--- config.mk ---
export PLATFORM = sky130hd
export DESIGN_NAME = sts_top
export DESIGN_NICKNAME = d
export VERILOG_FILES = /design/src/hw/sts_pkg.sv /design/src/hw/sts_sync.sv /design/src/hw/sts_fifo.sv /design/src/hw/sts_top.sv
export VERILOG_INCLUDE_DIRS = /design/src /design/src/hw
export SDC_FILE = /design/constraint.sdc
export NUM_CORES = 1
export LEC_CHECK = 0
export BUFFER_PORTS_ARGS = -buffer_cell sky130_fd_sc_hd__buf_2
export CAP_MARGIN = 20
export CELL_PAD_IN_SITES_DETAIL_PLACEMENT = 1
export CELL_PAD_IN_SITES_GLOBAL_PLACEMENT = 2
export CORE_MARGIN = 4
export CORE_UTILIZATION = 43
export CTS_BUF_LIST = sky130_fd_sc_hd__clkbuf_16
export CTS_CLUSTER_DIAMETER = 50
export DETAILED_ROUTE_END_ITERATION = 8
export PLACE_DENSITY = 0.79
export SLEW_MARGIN = 20
export SYNTH_ARGS = -nofsm -noshare
export SYNTH_HDL_FRONTEND = slang
export SYNTH_SLANG_ARGS = --single-unit
--- constraint.sdc ---
create_clock -name CORE_CLK -period 4 [get_ports CORE_CLK]
set_input_delay 0.4 -clock CORE_CLK [delete_from_list [all_inputs] [get_ports CORE_CLK]]
set_output_delay 0.4 -clock CORE_CLK [all_outputs]
set_load 0.03 [all_outputs]
--- src/hw/sts_defines.svh ---
`ifndef STS_DEFINES_SVH
`define STS_DEFINES_SVH
`define STS_DW        16
`define STS_AW        3
`define STS_DEPTH     8
`define STS_LW        4
`define STS_CW        17
`define STS_SCK_HALF  4'h4
`define STS_TRANSFER_MODE_FIELD_TXRX 2'h0
`define STS_TRANSFER_MODE_FIELD_TXO  2'h1
`define STS_TRANSFER_MODE_FIELD_RXO  2'h2
`define STS_TRANSFER_MODE_FIELD_EE   2'h3
`endif

--- src/hw/sts_pkg.sv ---
`include "sts_defines.svh"
package sts_pkg;
  typedef enum logic [2:0] {
    M_IDLE  = 3'b000,
    M_SHIFT = 3'b001,
    M_FEND  = 3'b010,
    M_POLL  = 3'b011,
    M_DONE  = 3'b100
  } sts_mst_e;
  typedef enum logic [1:0] {
    K_TX   = 2'b00,
    K_CTL  = 2'b01,
    K_MWTX = 2'b10,
    K_RX   = 2'b11
  } sts_kind_e;
  typedef struct packed {
    logic       enable;
    logic       master;
    logic       ssp;
    logic [1:0] transfer_mode_field;
    logic [3:0] len_m1;
    logic [15:0] frame_count_field;
    logic       slv_oe;
  } sts_cfg_s;
  typedef struct packed {
    logic en;
    logic hs;
    logic dir;
    logic seq;
  } sts_mw_s;
  typedef struct packed {
    logic [`STS_LW-1:0] tx_thr;
    logic [`STS_LW-1:0] dma_tx;
    logic [`STS_LW-1:0] rx_thr;
    logic [`STS_LW-1:0] dma_rx;
  } sts_lvl_s;
endpackage : sts_pkg

--- src/hw/sts_sync.sv ---
`timescale 1ns/10ps
`default_nettype none
module sts_sync #(
  parameter int W = 1
) (
  input  wire logic         clk,   // core clock
  input  wire logic         rst_b, // sync reset, low
  input  wire logic [W-1:0] d,     // async inputs
  output logic      [W-1:0] q      // synced outputs
);
  logic [W-1:0] s1_reg;
  always_ff @(posedge clk) begin
    if (!rst_b) begin
      s1_reg <= '0;
      q      <= '0;
    end else begin
      s1_reg <= d;
      q      <= s1_reg;
    end
  end
endmodule // sts_sync
`default_nettype wire

--- src/hw/sts_fifo.sv ---
`timescale 1ns/10ps
`default_nettype none
module sts_fifo
  import sts_pkg::*;
(
  input  wire logic               clk,   // core clock
  input  wire logic               rst_b, // sync reset, low
  input  wire logic               push,  // write strobe
  input  wire logic [`STS_DW-1:0] wdata, // write data
  input  wire logic               pop,   // read strobe
  output logic      [`STS_DW-1:0] rdata, // head entry
  output logic      [`STS_LW-1:0] level, // entries held
  output logic                    full,  // no room
  output logic                    empty  // nothing held
);
  logic [`STS_DW-1:0] mem [`STS_DEPTH];
  logic [`STS_AW-1:0] wp_reg;
  logic [`STS_AW-1:0] rp_reg;
  logic [`STS_LW-1:0] cnt_reg;
  logic               do_push;
  logic               do_pop;
  assign full    = (cnt_reg == `STS_LW'(`STS_DEPTH));
  assign empty   = (cnt_reg == '0);
  assign do_push = push && !full;
  assign do_pop  = pop && !empty;
  assign rdata   = mem[rp_reg];
  assign level   = cnt_reg;
  always_ff @(posedge clk) begin
    if (do_push) begin
      mem[wp_reg] <= wdata;
    end
  end
  always_ff @(posedge clk) begin
    if (!rst_b) begin
      wp_reg  <= '0;
      rp_reg  <= '0;
      cnt_reg <= '0;
    end else begin
      if (do_push) begin
        wp_reg <= wp_reg + 1'b1;
      end
      if (do_pop) begin
        rp_reg <= rp_reg + 1'b1;
      end
      if (do_push && !do_pop) begin
        cnt_reg <= cnt_reg + 1'b1;
      end else if (do_pop && !do_push) begin
        cnt_reg <= cnt_reg - 1'b1;
      end
    end
  end
endmodule // sts_fifo
`default_nettype wire

--- src/hw/sts_top.sv ---
`timescale 1ns/10ps
`default_nettype none
module sts_top
  import sts_pkg::*;
(
  input  wire logic               CORE_CLK,   // core clock
  input  wire logic               RST_B,      // sync reset, low
  input  wire sts_cfg_s           CFG,        // general configuration
  input  wire sts_mw_s            MW,         // three-wire control
  input  wire sts_lvl_s           LVL,        // fifo thresholds
  input  wire logic               SLV_SEL,    // software selects a slave
  input  wire logic               TX_WR,      // push transmit word
  input  wire logic [`STS_DW-1:0] TX_WDATA,   // transmit word
  input  wire logic               RX_RD,      // pop receive word
  input  wire logic               TXE_CLR,    // clear tx empty error
  output logic      [`STS_DW-1:0] RX_RDATA,   // popped receive word
  output logic                    TX_FULL,    // transmit fifo full
  output logic                    RX_EMPTY,   // receive fifo empty
  output logic      [`STS_LW-1:0] TX_LEVEL,   // transmit entries
  output logic      [`STS_LW-1:0] RX_LEVEL,   // receive entries
  output logic                    BUSY,       // master transfer active
  output logic                    TXE_ERR,    // slave tx empty error
  output logic                    TX_INT,     // tx fifo nearly empty
  output logic                    RX_INT,     // rx fifo nearly full
  output logic                    DMA_TX_REQ, // dma refill request
  output logic                    DMA_RX_REQ, // dma drain request
  output logic                    SCLK_OUT,   // master serial clock
  output logic                    SS_OUT_N,   // master slave select, low
  output logic                    TXD_O,      // serial data out
  output logic                    TXD_OE,     // data out enable, high
  input  wire logic               RXD,        // serial data in
  input  wire logic               SCLK_IN,    // slave serial clock
  input  wire logic               SS_IN_N     // slave select in, low
);
  logic [2:0]         pin_s;
  logic               sclk_s;
  logic               ss_s;
  logic               rxd_s;
  logic [`STS_DW-1:0] tx_rdata;
  logic [`STS_LW-1:0] tx_level;
  logic [`STS_LW-1:0] rx_level;
  logic               tx_full;
  logic               tx_empty;
  logic               rx_full;
  logic               rx_empty;
  logic               tx_pop;
  logic               rx_push;
  logic [`STS_DW-1:0] rx_wdata;
  logic [`STS_DW-1:0] rx_rdata;
  logic [1:0]         transfer_mode_field;
  // master
  sts_mst_e           st_reg;
  sts_kind_e          kind_reg;
  sts_kind_e          nxt_kind;
  logic               nxt_end;
  logic               nxt_pop;
  logic [3:0]         div_reg;
  logic               sclk_reg;
  logic [3:0]         bit_reg;
  logic [`STS_DW-1:0] m_sh_reg;
  logic [`STS_DW-1:0] m_rx_reg;
  logic [`STS_CW-1:0] cnt_reg;
  logic [`STS_CW-1:0] ndf_p1;
  logic               cnt_done;
  logic               m_act;
  logic               m_start;
  logic               tick;
  logic               m_rise;
  logic               m_fend;
  logic               m_store;
  logic               m_pop;
  // slave
  logic               s_act;
  logic               s_sel;
  logic               sel_d_reg;
  logic               sclk_d_reg;
  logic               s_rise;
  logic               s_fall;
  logic               s_fend;
  logic               s_load;
  logic               s_pop;
  logic [3:0]         s_bit_reg;
  logic [`STS_DW-1:0] s_sh_reg;
  logic [`STS_DW-1:0] s_prev_reg;
  logic [`STS_DW-1:0] s_rx_reg;

  sts_sync #(.W(3)) u_sync (
    .clk   (CORE_CLK),
    .rst_b (RST_B),
    .d     ({SCLK_IN, SS_IN_N, RXD}),
    .q     (pin_s)
  );
  assign sclk_s = pin_s[2];
  assign ss_s   = pin_s[1];
  assign rxd_s  = pin_s[0];

  sts_fifo u_txf (
    .clk   (CORE_CLK),
    .rst_b (RST_B),
    .push  (TX_WR),
    .wdata (TX_WDATA),
    .pop   (tx_pop),
    .rdata (tx_rdata),
    .level (tx_level),
    .full  (tx_full),
    .empty (tx_empty)
  );
  sts_fifo u_rxf (
    .clk   (CORE_CLK),
    .rst_b (RST_B),
    .push  (rx_push),
    .wdata (rx_wdata),
    .pop   (RX_RD),
    .rdata (rx_rdata),
    .level (rx_level),
    .full  (rx_full),
    .empty (rx_empty)
  );

  // eeprom read falls back to transmit-and-receive in frame-pulse format
  assign transfer_mode_field = (CFG.ssp && CFG.transfer_mode_field == `STS_TRANSFER_MODE_FIELD_EE) ? `STS_TRANSFER_MODE_FIELD_TXRX : CFG.transfer_mode_field;
  assign m_act = CFG.enable && CFG.master;
  assign s_act = CFG.enable && !CFG.master;

  // ---------------- master sequencer ----------------
  assign m_start = m_act && st_reg == M_IDLE && !tx_empty && SLV_SEL;
  assign tick    = div_reg == `STS_SCK_HALF;
  assign m_rise  = st_reg == M_SHIFT && tick && !sclk_reg;
  assign m_fend  = st_reg == M_SHIFT && tick && sclk_reg && bit_reg == '0;
  assign m_store = kind_reg == K_RX ||
                   (kind_reg == K_TX && !MW.en && transfer_mode_field == `STS_TRANSFER_MODE_FIELD_TXRX);
  assign ndf_p1  = {1'b0, CFG.frame_count_field} + 17'h0_0001;
  assign cnt_done = cnt_reg == ndf_p1;

  always_comb begin
    nxt_kind = K_TX;
    nxt_end  = 1'b0;
    nxt_pop  = 1'b0;
    if (MW.en) begin
      if (kind_reg == K_CTL) begin
        nxt_kind = MW.dir ? K_MWTX : K_RX;
        nxt_end  = MW.dir && tx_empty;
        nxt_pop  = MW.dir && !tx_empty;
      end else if (MW.seq && !MW.dir) begin
        nxt_kind = K_RX;
        nxt_end  = cnt_done;
      end else begin
        nxt_kind = K_CTL;
        nxt_end  = tx_empty;
        nxt_pop  = !tx_empty;
      end
    end else begin
      case (transfer_mode_field)
        `STS_TRANSFER_MODE_FIELD_TXRX, `STS_TRANSFER_MODE_FIELD_TXO: begin
          nxt_kind = K_TX;
          nxt_end  = tx_empty;
          nxt_pop  = !tx_empty;
        end
        `STS_TRANSFER_MODE_FIELD_RXO: begin
          nxt_kind = K_RX;
          nxt_end  = cnt_done;
        end
        `STS_TRANSFER_MODE_FIELD_EE: begin
          if (kind_reg == K_TX) begin
            nxt_kind = tx_empty ? K_RX : K_TX;
            nxt_pop  = !tx_empty;
          end else begin
            nxt_kind = K_RX;
            nxt_end  = cnt_done;
          end
        end
        default: begin
          nxt_end = 1'b1;
        end
      endcase
    end
  end

  assign m_pop = m_start ||
                 ((st_reg == M_FEND || (st_reg == M_POLL && rxd_s)) &&
                  !(st_reg == M_FEND && MW.en && MW.hs && kind_reg != K_CTL) &&
                  !nxt_end && nxt_pop);

  always_ff @(posedge CORE_CLK) begin
    if (!RST_B) begin
      st_reg   <= M_IDLE;
      kind_reg <= K_TX;
      BUSY     <= 1'b0;
      SS_OUT_N <= 1'b1;
    end else if (!m_act) begin
      st_reg   <= M_IDLE;
      BUSY     <= 1'b0;
      SS_OUT_N <= 1'b1;
    end else begin
      case (st_reg)
        M_IDLE: begin
          if (m_start) begin
            st_reg   <= M_SHIFT;
            BUSY     <= 1'b1;
            SS_OUT_N <= 1'b0;
            kind_reg <= MW.en ? K_CTL : (transfer_mode_field == `STS_TRANSFER_MODE_FIELD_RXO ? K_RX : K_TX);
          end
        end
        M_SHIFT: begin
          if (m_fend) begin
            st_reg <= M_FEND;
          end
        end
        M_FEND, M_POLL: begin
          if (st_reg == M_FEND && MW.en && MW.hs && kind_reg != K_CTL) begin
            st_reg <= M_POLL;
          end else if (st_reg == M_POLL && !rxd_s) begin
            st_reg <= M_POLL;
          end else if (nxt_end) begin
            st_reg   <= M_DONE;
            BUSY     <= 1'b0;
            SS_OUT_N <= 1'b1;
          end else begin
            st_reg   <= M_SHIFT;
            kind_reg <= nxt_kind;
          end
        end
        M_DONE: begin
          st_reg <= M_IDLE;
        end
        default: begin
          st_reg <= M_IDLE;
        end
      endcase
    end
  end

  // serial clock, bit counter and shift registers of the master
  always_ff @(posedge CORE_CLK) begin
    if (!RST_B) begin
      div_reg  <= '0;
      sclk_reg <= 1'b0;
      bit_reg  <= '0;
      m_sh_reg <= '0;
      m_rx_reg <= '0;
    end else if (st_reg != M_SHIFT) begin
      div_reg  <= '0;
      sclk_reg <= 1'b0;
      bit_reg  <= CFG.len_m1;
      m_rx_reg <= '0;
      if (m_pop) begin
        // receive frames shift zeros so txd stays low
        m_sh_reg <= (m_start && transfer_mode_field == `STS_TRANSFER_MODE_FIELD_RXO && !MW.en) ? '0 : tx_rdata;
      end else if (st_reg != M_IDLE) begin
        m_sh_reg <= '0;
      end
    end else if (tick) begin
      div_reg  <= '0;
      sclk_reg <= !sclk_reg;
      if (!sclk_reg) begin
        m_rx_reg <= {m_rx_reg[`STS_DW-2:0], rxd_s};
      end else if (bit_reg != '0) begin
        bit_reg  <= bit_reg - 1'b1;
        m_sh_reg <= {m_sh_reg[`STS_DW-2:0], 1'b0};
      end
    end else begin
      div_reg <= div_reg + 1'b1;
    end
  end

  always_ff @(posedge CORE_CLK) begin
    if (!RST_B || m_start) begin
      cnt_reg <= '0;
    end else if (m_fend && kind_reg == K_RX) begin
      cnt_reg <= cnt_reg + 17'h0_0001;
    end
  end

  // ---------------- slave ----------------
  assign s_sel  = s_act && !ss_s;
  assign s_rise = s_sel && sclk_s && !sclk_d_reg;
  assign s_fall = s_sel && !sclk_s && sclk_d_reg;
  assign s_fend = s_fall && s_bit_reg == '0;
  assign s_load = (s_sel && !sel_d_reg) || s_fend;
  assign s_pop  = s_load && transfer_mode_field != `STS_TRANSFER_MODE_FIELD_RXO && !tx_empty;

  always_ff @(posedge CORE_CLK) begin
    if (!RST_B) begin
      sel_d_reg  <= 1'b0;
      sclk_d_reg <= 1'b0;
      s_bit_reg  <= '0;
      s_sh_reg   <= '0;
      s_prev_reg <= '0;
      s_rx_reg   <= '0;
    end else begin
      sel_d_reg  <= s_sel;
      sclk_d_reg <= sclk_s;
      if (s_load) begin
        s_bit_reg <= CFG.len_m1;
        s_rx_reg  <= '0;
        if (s_pop) begin
          s_sh_reg   <= tx_rdata;
          s_prev_reg <= tx_rdata;
        end else begin
          s_sh_reg <= s_prev_reg;
        end
      end else if (s_rise) begin
        s_rx_reg <= {s_rx_reg[`STS_DW-2:0], rxd_s};
      end else if (s_fall) begin
        s_bit_reg <= s_bit_reg - 1'b1;
        s_sh_reg  <= {s_sh_reg[`STS_DW-2:0], 1'b0};
      end
    end
  end

  // set wins over software clear
  always_ff @(posedge CORE_CLK) begin
    if (!RST_B) begin
      TXE_ERR <= 1'b0;
    end else begin
      TXE_ERR <= (s_load && transfer_mode_field != `STS_TRANSFER_MODE_FIELD_RXO && tx_empty) || (TXE_ERR && !TXE_CLR);
    end
  end

  // ---------------- shared fifo paths ----------------
  assign tx_pop   = m_act ? m_pop : s_pop;
  assign rx_push  = m_act ? (m_fend && m_store) : (s_fend && transfer_mode_field != `STS_TRANSFER_MODE_FIELD_TXO);
  assign rx_wdata = m_act ? m_rx_reg : s_rx_reg;

  always_ff @(posedge CORE_CLK) begin
    if (!RST_B) begin
      SCLK_OUT <= 1'b0;
      TXD_O    <= 1'b0;
      TXD_OE   <= 1'b0;
    end else begin
      SCLK_OUT <= m_act && sclk_reg;
      TXD_O    <= m_act ? m_sh_reg[CFG.len_m1] : s_sh_reg[CFG.len_m1];
      TXD_OE   <= m_act || (s_sel && CFG.slv_oe);
    end
  end

  always_ff @(posedge CORE_CLK) begin
    if (!RST_B) begin
      RX_RDATA   <= '0;
      TX_FULL    <= 1'b0;
      RX_EMPTY   <= 1'b1;
      TX_LEVEL   <= '0;
      RX_LEVEL   <= '0;
      TX_INT     <= 1'b0;
      RX_INT     <= 1'b0;
      DMA_TX_REQ <= 1'b0;
      DMA_RX_REQ <= 1'b0;
    end else begin
      if (RX_RD && !rx_empty) begin
        RX_RDATA <= rx_rdata;
      end
      TX_FULL    <= tx_full;
      RX_EMPTY   <= rx_empty;
      TX_LEVEL   <= tx_level;
      RX_LEVEL   <= rx_level;
      TX_INT     <= tx_level <= LVL.tx_thr;
      DMA_TX_REQ <= tx_level <= LVL.dma_tx;
      RX_INT     <= rx_level >= LVL.rx_thr || rx_full;
      DMA_RX_REQ <= rx_level >= LVL.dma_rx;
    end
  end
endmodule // sts_top
`default_nettype wire

==> results.ini, run 1 <==
[run_status]
outcome = completed

[clock_network]
cts.sinks = 438
cts_resized = 0
post_cts_buffers = 0
cts_max_path_buffers = 3
hold_buffers = 0
clk_latency_ps = 590
ctsHtreeMaxLevel = 2
clk_pin_slew_ps = 60
cts_tree = done
cts_buffers = 50
clockRootBuffer = clkbuf_16

[global_routing]
grt.busiest_layer = met2
use_met1 = 0.2579
grt_pass1_vias = 12480
met2_usage = 0.3195
grt_util_met3 = 0.03558
grtUsageTotal = 0.1905
grt_start_max_net_pins = 39
grt_overflow = 0
antenna_found_initial = 1
grt_pass1_wl_mm = 70.55

[floorplanning]
die_y_um = 215.8
io_pins = 107
die_w_um = 215.8
die-area_sq_um = 46550
start_util = 0.4385
core-area_sq_um = 42320
rows = 75

[pwr]
power_frac_comb = 0.178
p_sw_mw = 3.265
power_mw = 11.63
power_density_nw_per_um2 = 545.0
p_int_mw = 8.369
clock_power_share = 0.367
switching_share = 0.2806
pwr-share-seq = 0.455
p_leak_nw = 7.516
vdd_ir_drop_max_uv = 417.7

[logic_synthesis]
synth_area_leaders = edfxtp_1 41%, dfxtp_1 20%, mux4_2 9.0%, nand2_1 3.8%, a21oi_1 2.9%
ys_types = 75
ys.flop_type = edfxtp_1
syn_inst = 1465
async_flop_share = 0
yosys_warnings = 0
ys_seq_area_frac = 0.6105
yosysTopAreaCellShare = 0.4142
synth_edf_count = 256
yosysTopAreaCell = edfxtp_1
ys_ff_latch = 438
synthesis.nets = 1572
synth_area_sq_um = 18560
avgSynthCellArea_sq_um = 12.67

[cells_and_area]
final_cells = 2193
nets = 1682
fin_area_sq_um = 21350
fin_util = 0.5044
fillers = 4297
syn_to_final_growth_pct = 15.02
antenna-diode-count = 0
drive_gt1_frac = 0.2048

[sta]
whs_ps = 38.43
period_minus_slack_ps = 3624
finalWorstSetupSlack_ps = 376.4
slew_viol_final = 0
rsz0062_at_grt = false
fin_skew_ps = 26.48
setup_violations = 0
max_freq_mhz = 276.0
hold_violations = 0
finalSetupTns_ps = 0
worst_slew_pin_slew_ps = 1068
fin_crit_sh = 0.9059
slew_headroom = 0.2856

[setup_path]
cp-end-kind = flip-flop
cp-start-kind = flip-flop
cp_max_fo = 5
critPathKind = reg2reg
cp.arrival_ps = 4130
worst-endpoint-required_ps = 4500

[route]
routed_wirelength_mm = 44.17
drtIter0Drc = 642
avgRoutedWirePerCell_um = 20.14
drc_errors = 0
vias_per_cell = 5.445
ant_nets = 0
first_pass_iters = 5
vias = 11940

[worst_hold_path]
min_path_type = in2reg

[placement]
dp_cells = 2100
dpl_cell_area_sq_um = 19800
place_ws_ps = 435.9
gp_congestion = 0.7814
hpwlAfterDp_mm = 28.88
io_buffers = 106

[flow_run]
maxCapViolCount = 0

==> power groups by stage <==
stage	combinational (mW)	clock [mW]	sequential, mW
2_1_floorplan	1.39	0	5.47
3_3_place_gp	2.03	0	5.38
3_5_place_dp	2.09	0	5.40
4_1_cts	2.11	4.40	5.31
5_1_grt	2.30	4.62	5.35
6_report	2.07	4.27	5.30
==> synth_stat cells, types with 18 or more instances <==
library cell,instances
edfxtp_1,256
nand2_1,190
dfxtp_1,182
nor2_1,109
a21oi_1,108
mux4_2,74
clkbuf_1,53
ha_1,34
inv_1,34
o21ai_0,33
xnor2_1,30
nor3_1,29
mux2i_1,27
a211oi_1,25
xor2_1,22
and2_1,20
nor2b_1,20
nand3_1,18
==> cell families (layout without fill, tap and decap cells) <==
logic type / count (synthesis) / count (layout) / share of synthesized area
and+or+nand+nor: 474 / 474 / 0.1226
DFF: 438 / 438 / 0.6105
AOI/OAI and AO/OA: 234 / 234 / 0.07780
muxes: 117 / 117 / 0.1141
buffers and inverters: 114 / 265 / 0.02542
xor gates and xnor gates: 52 / 52 / 0.02454
adders and majority gates: 36 / 36 / 0.02508
==> placed cells by master (no fill, tap or decap), drive strengths merged, types with 5 or more instances in the layout <==
| cell type | count |
|---|---|
| or3 | 12 |
| nand2 | 190 |
| mux2 | 16 |
| and2 | 20 |
| xor2 | 22 |
| a31oi | 16 |
| nor4 | 5 |
| buf | 137 |
| o21ai | 35 |
| nor2 | 110 |
| mux4 | 74 |
| nor2b | 20 |
| a21o | 5 |
| a21oi | 111 |
| and3 | 8 |
| nand3 | 20 |
| nor3b | 11 |
| mux2i | 27 |
| a221oi | 14 |
| clkbuf | 51 |
| nor3 | 30 |
| inv | 53 |
| a211oi | 25 |
| ha | 34 |
| xnor2 | 30 |
| dfxtp | 182 |
| nand4 | 13 |
| clkinv | 19 |
| nand2b | 15 |
| edfxtp | 256 |
==> path summary, 6_finish.rpt <==
path | startpoint | endpoint | slack (ps) | cells past startpoint
hold reg to reg | s_prev_reg[0] | s_prev_reg[0] | 460 | 2
setup / recovery | bit_reg[0] | u_rxf.level[3] | 380 | 15
setup reg to reg | bit_reg[0] | u_rxf.level[3] | 380 | 15
hold / removal | RXD | u_sync.s1_reg[0] | 40 | 2
==> per-layer routing <==
| layer | share of wire | up-vias | routed length [um] |
|---|---|---|---|
| met3 | 0.048 | 63 | 2127 |
| li1 | - | 5627 | - |
| met1 | 0.45 | 6019 | 19660 |
| met2 | 0.49 | 229 | 21500 |
| met4 | 0.020 | 2 | 869 |
| met5 | 0.00029 | - | 13 |
==> cell type report <==
type | instances | area [sq um] | area share
clock buffers | 51 | 1276 | 0.05979
clock inverters | 42 | 267.8 | 0.01254
inverters | 35 | 132.6 | 0.006213
multi-input cells | 913 | 6838 | 0.3203
flip-flops and latches | 438 | 11330 | 0.5310
well taps | 577 | 721.9 | 0.03382
repair buffers | 137 | 775.7 | 0.03634
==> critical path: stages (launching register included) <==
cell and delay, ps:
dfxtp_1 340, inv_1 90, ha_1 130, nor3b_1 470, nand3_1 220, o32ai_1 320, a21oi_1 180, nor2_2 250
ha_1 240, inv_1 100, ha_1 270, a21o_1 190, a21oi_1 170, xnor2_1 100, or3_1 310, a21oi_1 150
(Power assumes the default switching activity.)
==> run 2, diff against run 1 <==
--- a/config.mk
+++ b/config.mk
@@ -6,16 +6,17 @@
 export SDC_FILE = /design/constraint.sdc
 export NUM_CORES = 1
 export LEC_CHECK = 0
+export ABC_AREA = 1
 export BUFFER_PORTS_ARGS = -buffer_cell sky130_fd_sc_hd__buf_2
 export CAP_MARGIN = 20
 export CELL_PAD_IN_SITES_DETAIL_PLACEMENT = 1
 export CELL_PAD_IN_SITES_GLOBAL_PLACEMENT = 2
 export CORE_MARGIN = 4
-export CORE_UTILIZATION = 43
+export CORE_UTILIZATION = 39
 export CTS_BUF_LIST = sky130_fd_sc_hd__clkbuf_16
 export CTS_CLUSTER_DIAMETER = 50
 export DETAILED_ROUTE_END_ITERATION = 8
-export PLACE_DENSITY = 0.79
+export PLACE_DENSITY = 0.78
 export SLEW_MARGIN = 20
 export SYNTH_ARGS = -nofsm -noshare
 export SYNTH_HDL_FRONTEND = slang
==> run 2 against run 1 <==
Against the previous run:
- global-route usage up 0.67 points
- sequential cell count unchanged
- clock power up 11%
- die area up 12%
- worst setup slack better by 290 ps
- clock skew up 4.3 ps
- wire length up 18%
- maximum frequency up 8.6%
- area after synthesis up 2.1%
- sequential power down 2%
- final cell count up 24%
- largest cell class unchanged
- largest power group unchanged
==> results.ini, run 2 <==
[global_routing]
grt_pass1_vias = 14920  ; +20%
grt_start_max_net_pins = 74  ; +90%
grtUsageTotal = 0.1972  ; +0.006703
grt_pass1_wl_mm = 83.21  ; +18%
grt_overflow = 0  ; unchanged
antenna_found_initial = 1  ; unchanged

[route]
first_pass_iters = 6  ; +1
drc_errors = 0  ; unchanged
vias_per_cell = 5.307  ; -2.5%
routed_wirelength_mm = 51.95  ; +18%
ant_nets = 0  ; unchanged
avgRoutedWirePerCell_um = 19.16  ; -4.8%
drtIter0Drc = 827  ; +29%
vias = 14390  ; +21%

[cells_and_area]
syn_to_final_growth_pct = 15.88
final_common_cell = nand2_1
nets = 2160  ; +28%
fin_area_sq_um = 21950  ; +2.8%
antenna-diode-count = 0  ; unchanged
layout.cells.most_common_list = 279 x nand2_1, 277 x nor2_1, 256 x edfxtp_1
drive_gt1_frac = 0.1212  ; -0.08364

[logic_synthesis]
syn_inst = 1949  ; +33%
synth_top_family_by_area = compound AO/OA/AOI/OAI gates
async_flop_share = 0  ; unchanged
avgSynthCellArea_sq_um = 9.718  ; -23%
ys.flop_type = edfxtp_1
synthesis.nets = 2056  ; +31%
synth_compound_area_frac = 0.1494  ; +0.07156
ys_ff_latch = 438  ; unchanged
ys_seq_area_frac = 0.5982  ; -0.01230
yosys.area_share.xor_xnor = 0.01275  ; -0.01179
ys_types = 54  ; -28%
yosys-top-cells-count = 279 x nand2_1, 278 x nor2_1, 256 x edfxtp_1, 190 x o21ai_0, 182 x dfxtp_1
synth_area_leaders = edfxtp_1 41%, dfxtp_1 19%, nand2_1 5.5%, nor2_1 5.5%, o21ai_0 5.0%
synth-adder-area-share = 0.02457  ; -0.0005053
yosysTopAreaCell = edfxtp_1
yosys_warnings = 0  ; unchanged
synth_area_sq_um = 18940  ; +2.1%
yosysMostFrequentCell = nand2_1
yosysTopAreaCellShare = 0.4059  ; -0.008346
synth_mux_area_frac = 0.01268  ; -0.1014
synth_edf_count = 256  ; unchanged
yosys.area_share.simple = 0.1478  ; +0.02528

[placement]
hpwlAfterDp_mm = 33.59  ; +16%
dpl_cell_area_sq_um = 20190  ; +1.9%
gp_congestion = 0.7827  ; +0.17%
io_buffers = 106  ; unchanged

[worst_hold_path]
min_from = SS_IN_N
holdPathStages = 3  ; +1
min_path_type = in2reg
hold_end = u_sync.s1_reg[1]

[clock_network]
clk_latency_ps = 600  ; about the same
cts_buffers = 51  ; +2.0%
cts_resized = 0  ; unchanged
ctsHtreeMaxLevel = 2  ; unchanged
clockRootBuffer = clkbuf_16
cts.sinks = 438  ; unchanged
cts_max_path_buffers = 3  ; unchanged
cts_tree = done
clk_pin_slew_ps = 60  ; about the same

[floorplanning]
core-area_sq_um = 47850  ; +13%
die-area_sq_um = 52160  ; +12%
io_pins = 107  ; unchanged
die_w_um = 228.4  ; +5.9%
die_y_um = 228.4  ; +5.9%
rows = 80  ; +6.7%
start_util = 0.3959  ; -0.04265

[sta]
hold_violations = 0  ; unchanged
slew_viol_final = 0  ; unchanged
worst_slew_pin_slew_ps = 989.3  ; -78.83 ps
max_freq_mhz = 299.6  ; +8.6%
slew_headroom = 0.3395  ; +0.05390
fin_skew_ps = 30.78  ; +4.301 ps
whs_ps = 30.47  ; -7.968 ps
period_minus_slack_ps = 3337  ; -286.1 ps
fin_crit_sh = 0.8344  ; -0.07152
setup_violations = 0  ; unchanged
rsz0062_at_grt = false
finalSetupTns_ps = 0  ; unchanged

[setup_path]
worst-endpoint-required_ps = 4470  ; -30 ps
cp-start-kind = flip-flop
worstRegToRegCells = 19  ; +4
critPathKind = reg2reg
reg2reg_to = u_txf.level[3]
rrSetupSlack_ps = 660  ; +290 ps
cp.arrival_ps = 3810  ; -320 ps
cp-end-kind = flip-flop
cp_max_fo = 7  ; +2
rr_startpoint = u_txf.level[1]

[pwr]
power_density_nw_per_um2 = 553.0  ; +1.5%
power_mw = 12.14  ; +4.3%
p_leak_nw = 8.427  ; +12%
vdd_ir_drop_max_uv = 362.0  ; -13%

[run_status]
outcome = completed

[flow_run]
maxCapViolCount = 0  ; unchanged

[run 2: changes by cell type in the layout (fill, tap and decap cells not counted), sizes merged, moves of 22 or more]
cell,change
o21ai,+166
mux4,-74
xnor2,-23
o221ai,+22
nand3,+50
o211ai,+36
nand2,+91
nor2,+174
o32ai,+38
a21oi,+24
inv,+137
[run 2: worst max-delay path by stage]
| stage | from | endpoint | slack (ps) | depth (start not counted) |
|---|---|---|---|---|
| after CTS | u_txf.level[1] | u_txf.level[3] | 660 | 19 |
| after global routing | u_txf.level[1] | u_txf.level[3] | 140 | 19 |
| after detailed placement | CFG[24] | u_txf.level[3] | 570 | 21 |
| final | u_txf.level[1] | u_txf.level[3] | 660 | 19 |
| after global placement | CFG[24] | u_txf.level[3] | 590 | 21 |
| after floorplan | CFG[24] | u_rxf.mem[0][0] | 940 | 11 |
[run 2: cells by family (layout without fill, tap and decap cells)]
kind of cell             after synthesis  after routing
AND/OR/NAND/NOR                      677            677
AO/OA/AOI/OAI                        478            478
multiplexers                          24             24
XOR/XNOR                              26             26
adder cells (fa/ha/maj)               36             36
buffers and inverters                270            417
flip-flops                           438            438
[run 2: area by class of cell]
| class | count | area (sq um) |
|---|---|---|
| repair buffers | 143 | 813.3 |
| clock inverters | 44 | 439.2 |
| inverters | 178 | 671.9 |
| well taps | 615 | 769.5 |
| clock buffers | 52 | 1301 |
| fillers | 5397 | 25900 |
| flip-flops and latches | 438 | 11330 |
| multi-input cells | 1241 | 6619 |
[run 2: repair_timing]
| action | CTS | global route |
|---|---|---|
| setup buffers | 0 | 0 |
| hold buffers | 2 | 0 |
| endpoints found under the hold margin | 2 | 0 |
[run 2: critical path, cell delays in order (launching register included)]
cell and delay (ps):
dfxtp_1 390, nor3_1 350, nand2_1 270, nand3_1 160
nand2_1 60, o2bb2ai_1 130, a21oi_1 200, nand2_1 80
nand2_1 120, ha_1 220, inv_1 100, ha_1 330
nand2_1 70, nor2_1 40, a211oi_1 260, nor2_1 80
nor2_1 90, nand2_1 70, o21ai_0 140, a21oi_1 60
[run 2: stage by stage]
| step | util | std cells | setup WS (ps) |
|---|---|---|---|
| after floorplan | - | 1949 | 936.6 |
| after global placement | 0.4219 | 2613 | 594.9 |
| after detailed placement | 0.4219 | 2613 | 570.5 |
| after CTS | 0.4587 | 2711 | 659.9 |
| after global routing | 0.4587 | 2711 | 144.6 |
| final | 0.4587 | 2711 | 662.5 |
[run 2: metal layers]
metal,GRT usage,share of wire,wire (um)
met4,0.04956,0.020,1016
met2,0.3320,0.48,24740
met5,0,0.00021,11
met1,0.2688,0.46,24020
met3,0.03028,0.042,2170
[run 2: report_power, final]
part | internal [mW] | switching (mW)
Combinational | 0.691 | 1.47
Clock | 2.84 | 1.92
Sequential | 5.01 | 0.208
==> run 3, diff against run 2 <==
--- a/config.mk
+++ b/config.mk
@@ -6,17 +6,17 @@
 export SDC_FILE = /design/constraint.sdc
 export NUM_CORES = 1
 export LEC_CHECK = 0
-export ABC_AREA = 1
+export ABC_AREA = 0
 export BUFFER_PORTS_ARGS = -buffer_cell sky130_fd_sc_hd__buf_2
 export CAP_MARGIN = 20
 export CELL_PAD_IN_SITES_DETAIL_PLACEMENT = 1
 export CELL_PAD_IN_SITES_GLOBAL_PLACEMENT = 2
 export CORE_MARGIN = 4
-export CORE_UTILIZATION = 39
+export CORE_UTILIZATION = 38
 export CTS_BUF_LIST = sky130_fd_sc_hd__clkbuf_16
 export CTS_CLUSTER_DIAMETER = 50
 export DETAILED_ROUTE_END_ITERATION = 8
-export PLACE_DENSITY = 0.78
+export PLACE_DENSITY = 0.74
 export SLEW_MARGIN = 20
 export SYNTH_ARGS = -nofsm -noshare
 export SYNTH_HDL_FRONTEND = slang
==> constraint.sdc (replaced) <==
create_clock -name CORE_CLK -period 2.86 [get_ports CORE_CLK]
set_input_delay 0.286 -clock CORE_CLK [delete_from_list [all_inputs] [get_ports CORE_CLK]]
set_output_delay 0.286 -clock CORE_CLK [all_outputs]
set_load 0.03 [all_outputs]
==> run 3 against run 2 <==
Against the previous run:
- core utilization rose by 1.6 points
- global-route usage shrank 2.3 points
- register-to-register slack got worse by 690 ps
- clock power rose by 54%
- non-clock buffer count grew 81
- sequential power rose by 39%
- final cell count shrank 14%
- combinational power rose by 56%
- largest power group is now clock
- via count down 14%
- clock-buffer cell count is 2 higher
- the run now ends with setup timing left
- sequential share of layout area decreased by 1.9 points
- final area grew 3.9%
==> results.ini, run 3 (same netlist as run 1, synthesis figures left out) <==
[global_routing]
grt_pass1_wl_mm = 73.55  ; -12%
grtUsageTotal = 0.1741  ; -0.02311
grt_overflow = 0  ; unchanged
antenna_found_initial = 0  ; -1
grt_pass1_vias = 13070  ; -12%
grt_start_max_net_pins = 92  ; +24%

[sta]
fin_crit_sh = 1.008  ; +0.1737
slew_viol_final = 0  ; unchanged
slew_headroom = 0.4621  ; +0.1226
hold_violations = 0  ; unchanged
period_minus_slack_ps = 2883  ; -454.3 ps
finalWorstSetupSlack_ps = -23.20  ; -685.7 ps
fin_skew_ps = 27.99  ; -2.784 ps
worst_slew_pin_slew_ps = 806.9  ; -182.5 ps
max_freq_mhz = 346.8  ; +16%
rsz0062_at_grt = true
finalSetupTns_ps = -45.33  ; -45.33 ps
setup_violations = 2  ; +2

[placement]
hpwlAfterDp_mm = 30.51  ; -9.2%
io_buffers = 106  ; unchanged
place_ws_ps = -276.0  ; -846.5 ps
gp_congestion = 0.7803  ; -0.31%

[clock_network]
clk_latency_ps = 610  ; about the same
cts_max_path_buffers = 3  ; unchanged
cts_tree = done
clk_pin_slew_ps = 50  ; about the same
clockRootBuffer = clkbuf_16
cts_buffers = 54  ; +5.9%
ctsHtreeMaxLevel = 2  ; unchanged
cts.sinks = 438  ; unchanged

[pwr]
power_mw = 17.97  ; +48%
power_density_nw_per_um2 = 788.3  ; +43%
vdd_ir_drop_max_uv = 588.2  ; +62%
p_leak_nw = 8.181  ; -2.9%

[worst_hold_path]
holdPathStages = 4  ; +1
hold_end = TX_INT
min_path_type = in2reg
min_from = LVL[12]

[route]
vias = 12300  ; -14%
drc_errors = 0  ; unchanged
avgRoutedWirePerCell_um = 19.85  ; +3.6%
routed_wirelength_mm = 46.16  ; -11%
vias_per_cell = 5.291  ; -0.30%
drtIter0Drc = 557  ; -33%
ant_nets = 0  ; unchanged
first_pass_iters = 5  ; -1

[setup_path]
critPathKind = reg2reg
worstRegToRegCells = 14  ; -5
reg2reg_to = u_rxf.level[3]
cp-start-kind = flip-flop
cp.arrival_ps = 3410  ; -400 ps
cp-end-kind = flip-flop
worst-endpoint-required_ps = 3390  ; -1080 ps
rrSetupSlack_ps = -20  ; -690 ps
rr_startpoint = kind_reg[1]
cp_max_fo = 3  ; -4
startpoint = kind_reg[1]

[run_status]
outcome = complete, but fails checks
violations = setup timing

[cells_and_area]
nets = 1773  ; -18%
layout.cells.most_common_list = 256 x edfxtp_1, 189 x nand2_1, 175 x dfxtp_1
drive_gt1_frac = 0.2567  ; +0.1355
syn_to_final_growth_pct = 22.84
final_common_cell = edfxtp_1
antenna-diode-count = 0  ; unchanged
fillers = 4940  ; -8.5%

[floorplanning]
core-area_sq_um = 48050  ; +0.42%
rows = 80  ; unchanged
die-area_sq_um = 52440  ; +0.54%
die_w_um = 229.0  ; +0.27%
die_y_um = 229.0  ; +0.27%
io_pins = 107  ; unchanged
start_util = 0.3863  ; -0.009592

[flow_run]
maxCapViolCount = 0  ; unchanged

run 3: changes by cell type in the layout (fill, tap and decap cells not counted), moves of 51 or more:
cell,delta
inv_1,-138
mux4_2,+74
nand2_1,-90
nand3_1,-51
nor2_1,-170
o21ai_0,-157
run 3: how the worst max path moves through the flow:
stage / end / cells past startpoint / slack, ps
final: u_rxf.level[3] / 14 / -20
after global routing: u_txf.level[3] / 14 / -180
after CTS: u_txf.level[3] / 14 / -20
after detailed placement: u_rxf.level[3] / 14 / -280
after global placement: u_rxf.level[3] / 14 / -270
after floorplan: u_txf.level[3] / 14 / -10
run 3: final cells by class:
type / count / area (sq um) / area share
Tap cell: 615 / 769.5 / 0.03375
Clock inverter: 46 / 593.1 / 0.02601
Clock buffer: 54 / 1351 / 0.05927
Sequential cell: 438 / 11340 / 0.4974
Timing Repair Buffer: 224 / 1602 / 0.07025
Multi-Input combinational cell: 913 / 7008 / 0.3074
Inverter: 35 / 135.1 / 0.005927
run 3: timing repair:
| action | in CTS | in global routing |
|---|---|---|
| pin swaps | 8 | 19 |
| buffers inserted | 3 | 5 |
| hold buffers | 21 | 0 |
| gates cloned | 0 | 0 |
| endpoints found under the hold margin | 133 | 0 |
| gates resized for setup | 10 | 18 |
| endpoints found under the setup margin | 3 | 4 |
run 3: critical path, cell delays in order, from the launching register on:
cell	delay (ps)
dfxtp_2	320
buf_6	120
nor2_4	70
or4b_4	470
o32ai_2	230
a21oi_2	120
nor2_2	120
ha_2	190
inv_2	60
ha_4	200
a21o_1	180
a21oi_2	140
xnor2_1	80
or3_1	380
a21oi_2	130
run 3: through the flow:
step	std cells	area, sq um	hold WS (ps)	util
4_1_cts	2320	22670	60.11	0.4719
3_5_place_dp	2196	20440	452.5	0.4254
3_3_place_gp	2196	20440	442.1	0.4254
6_report	2325	22800	97.92	0.4745
5_1_grt	2325	22800	85.63	0.4745
2_1_floorplan	1465	18660	384.9	-
run 3: report_power, final:
group          switching (mW)  total, mW  leakage (nW)  internal [mW]
sequential              0.233       7.28          3.89           7.05
clock                    2.75       7.32         0.994           4.56
combinational            1.89       3.37          3.30           1.48
total                    4.88       18.0          8.18           13.1
run 3: layer usage:
layer / global-route usage / wire, um / part of all wire
met1: 0.2282 / 20110 / 0.44
met2: 0.2976 / 22950 / 0.50
met3: 0.02783 / 1872 / 0.041
met4: 0.05553 / 1229 / 0.027
met5: 0 / 0 / 0
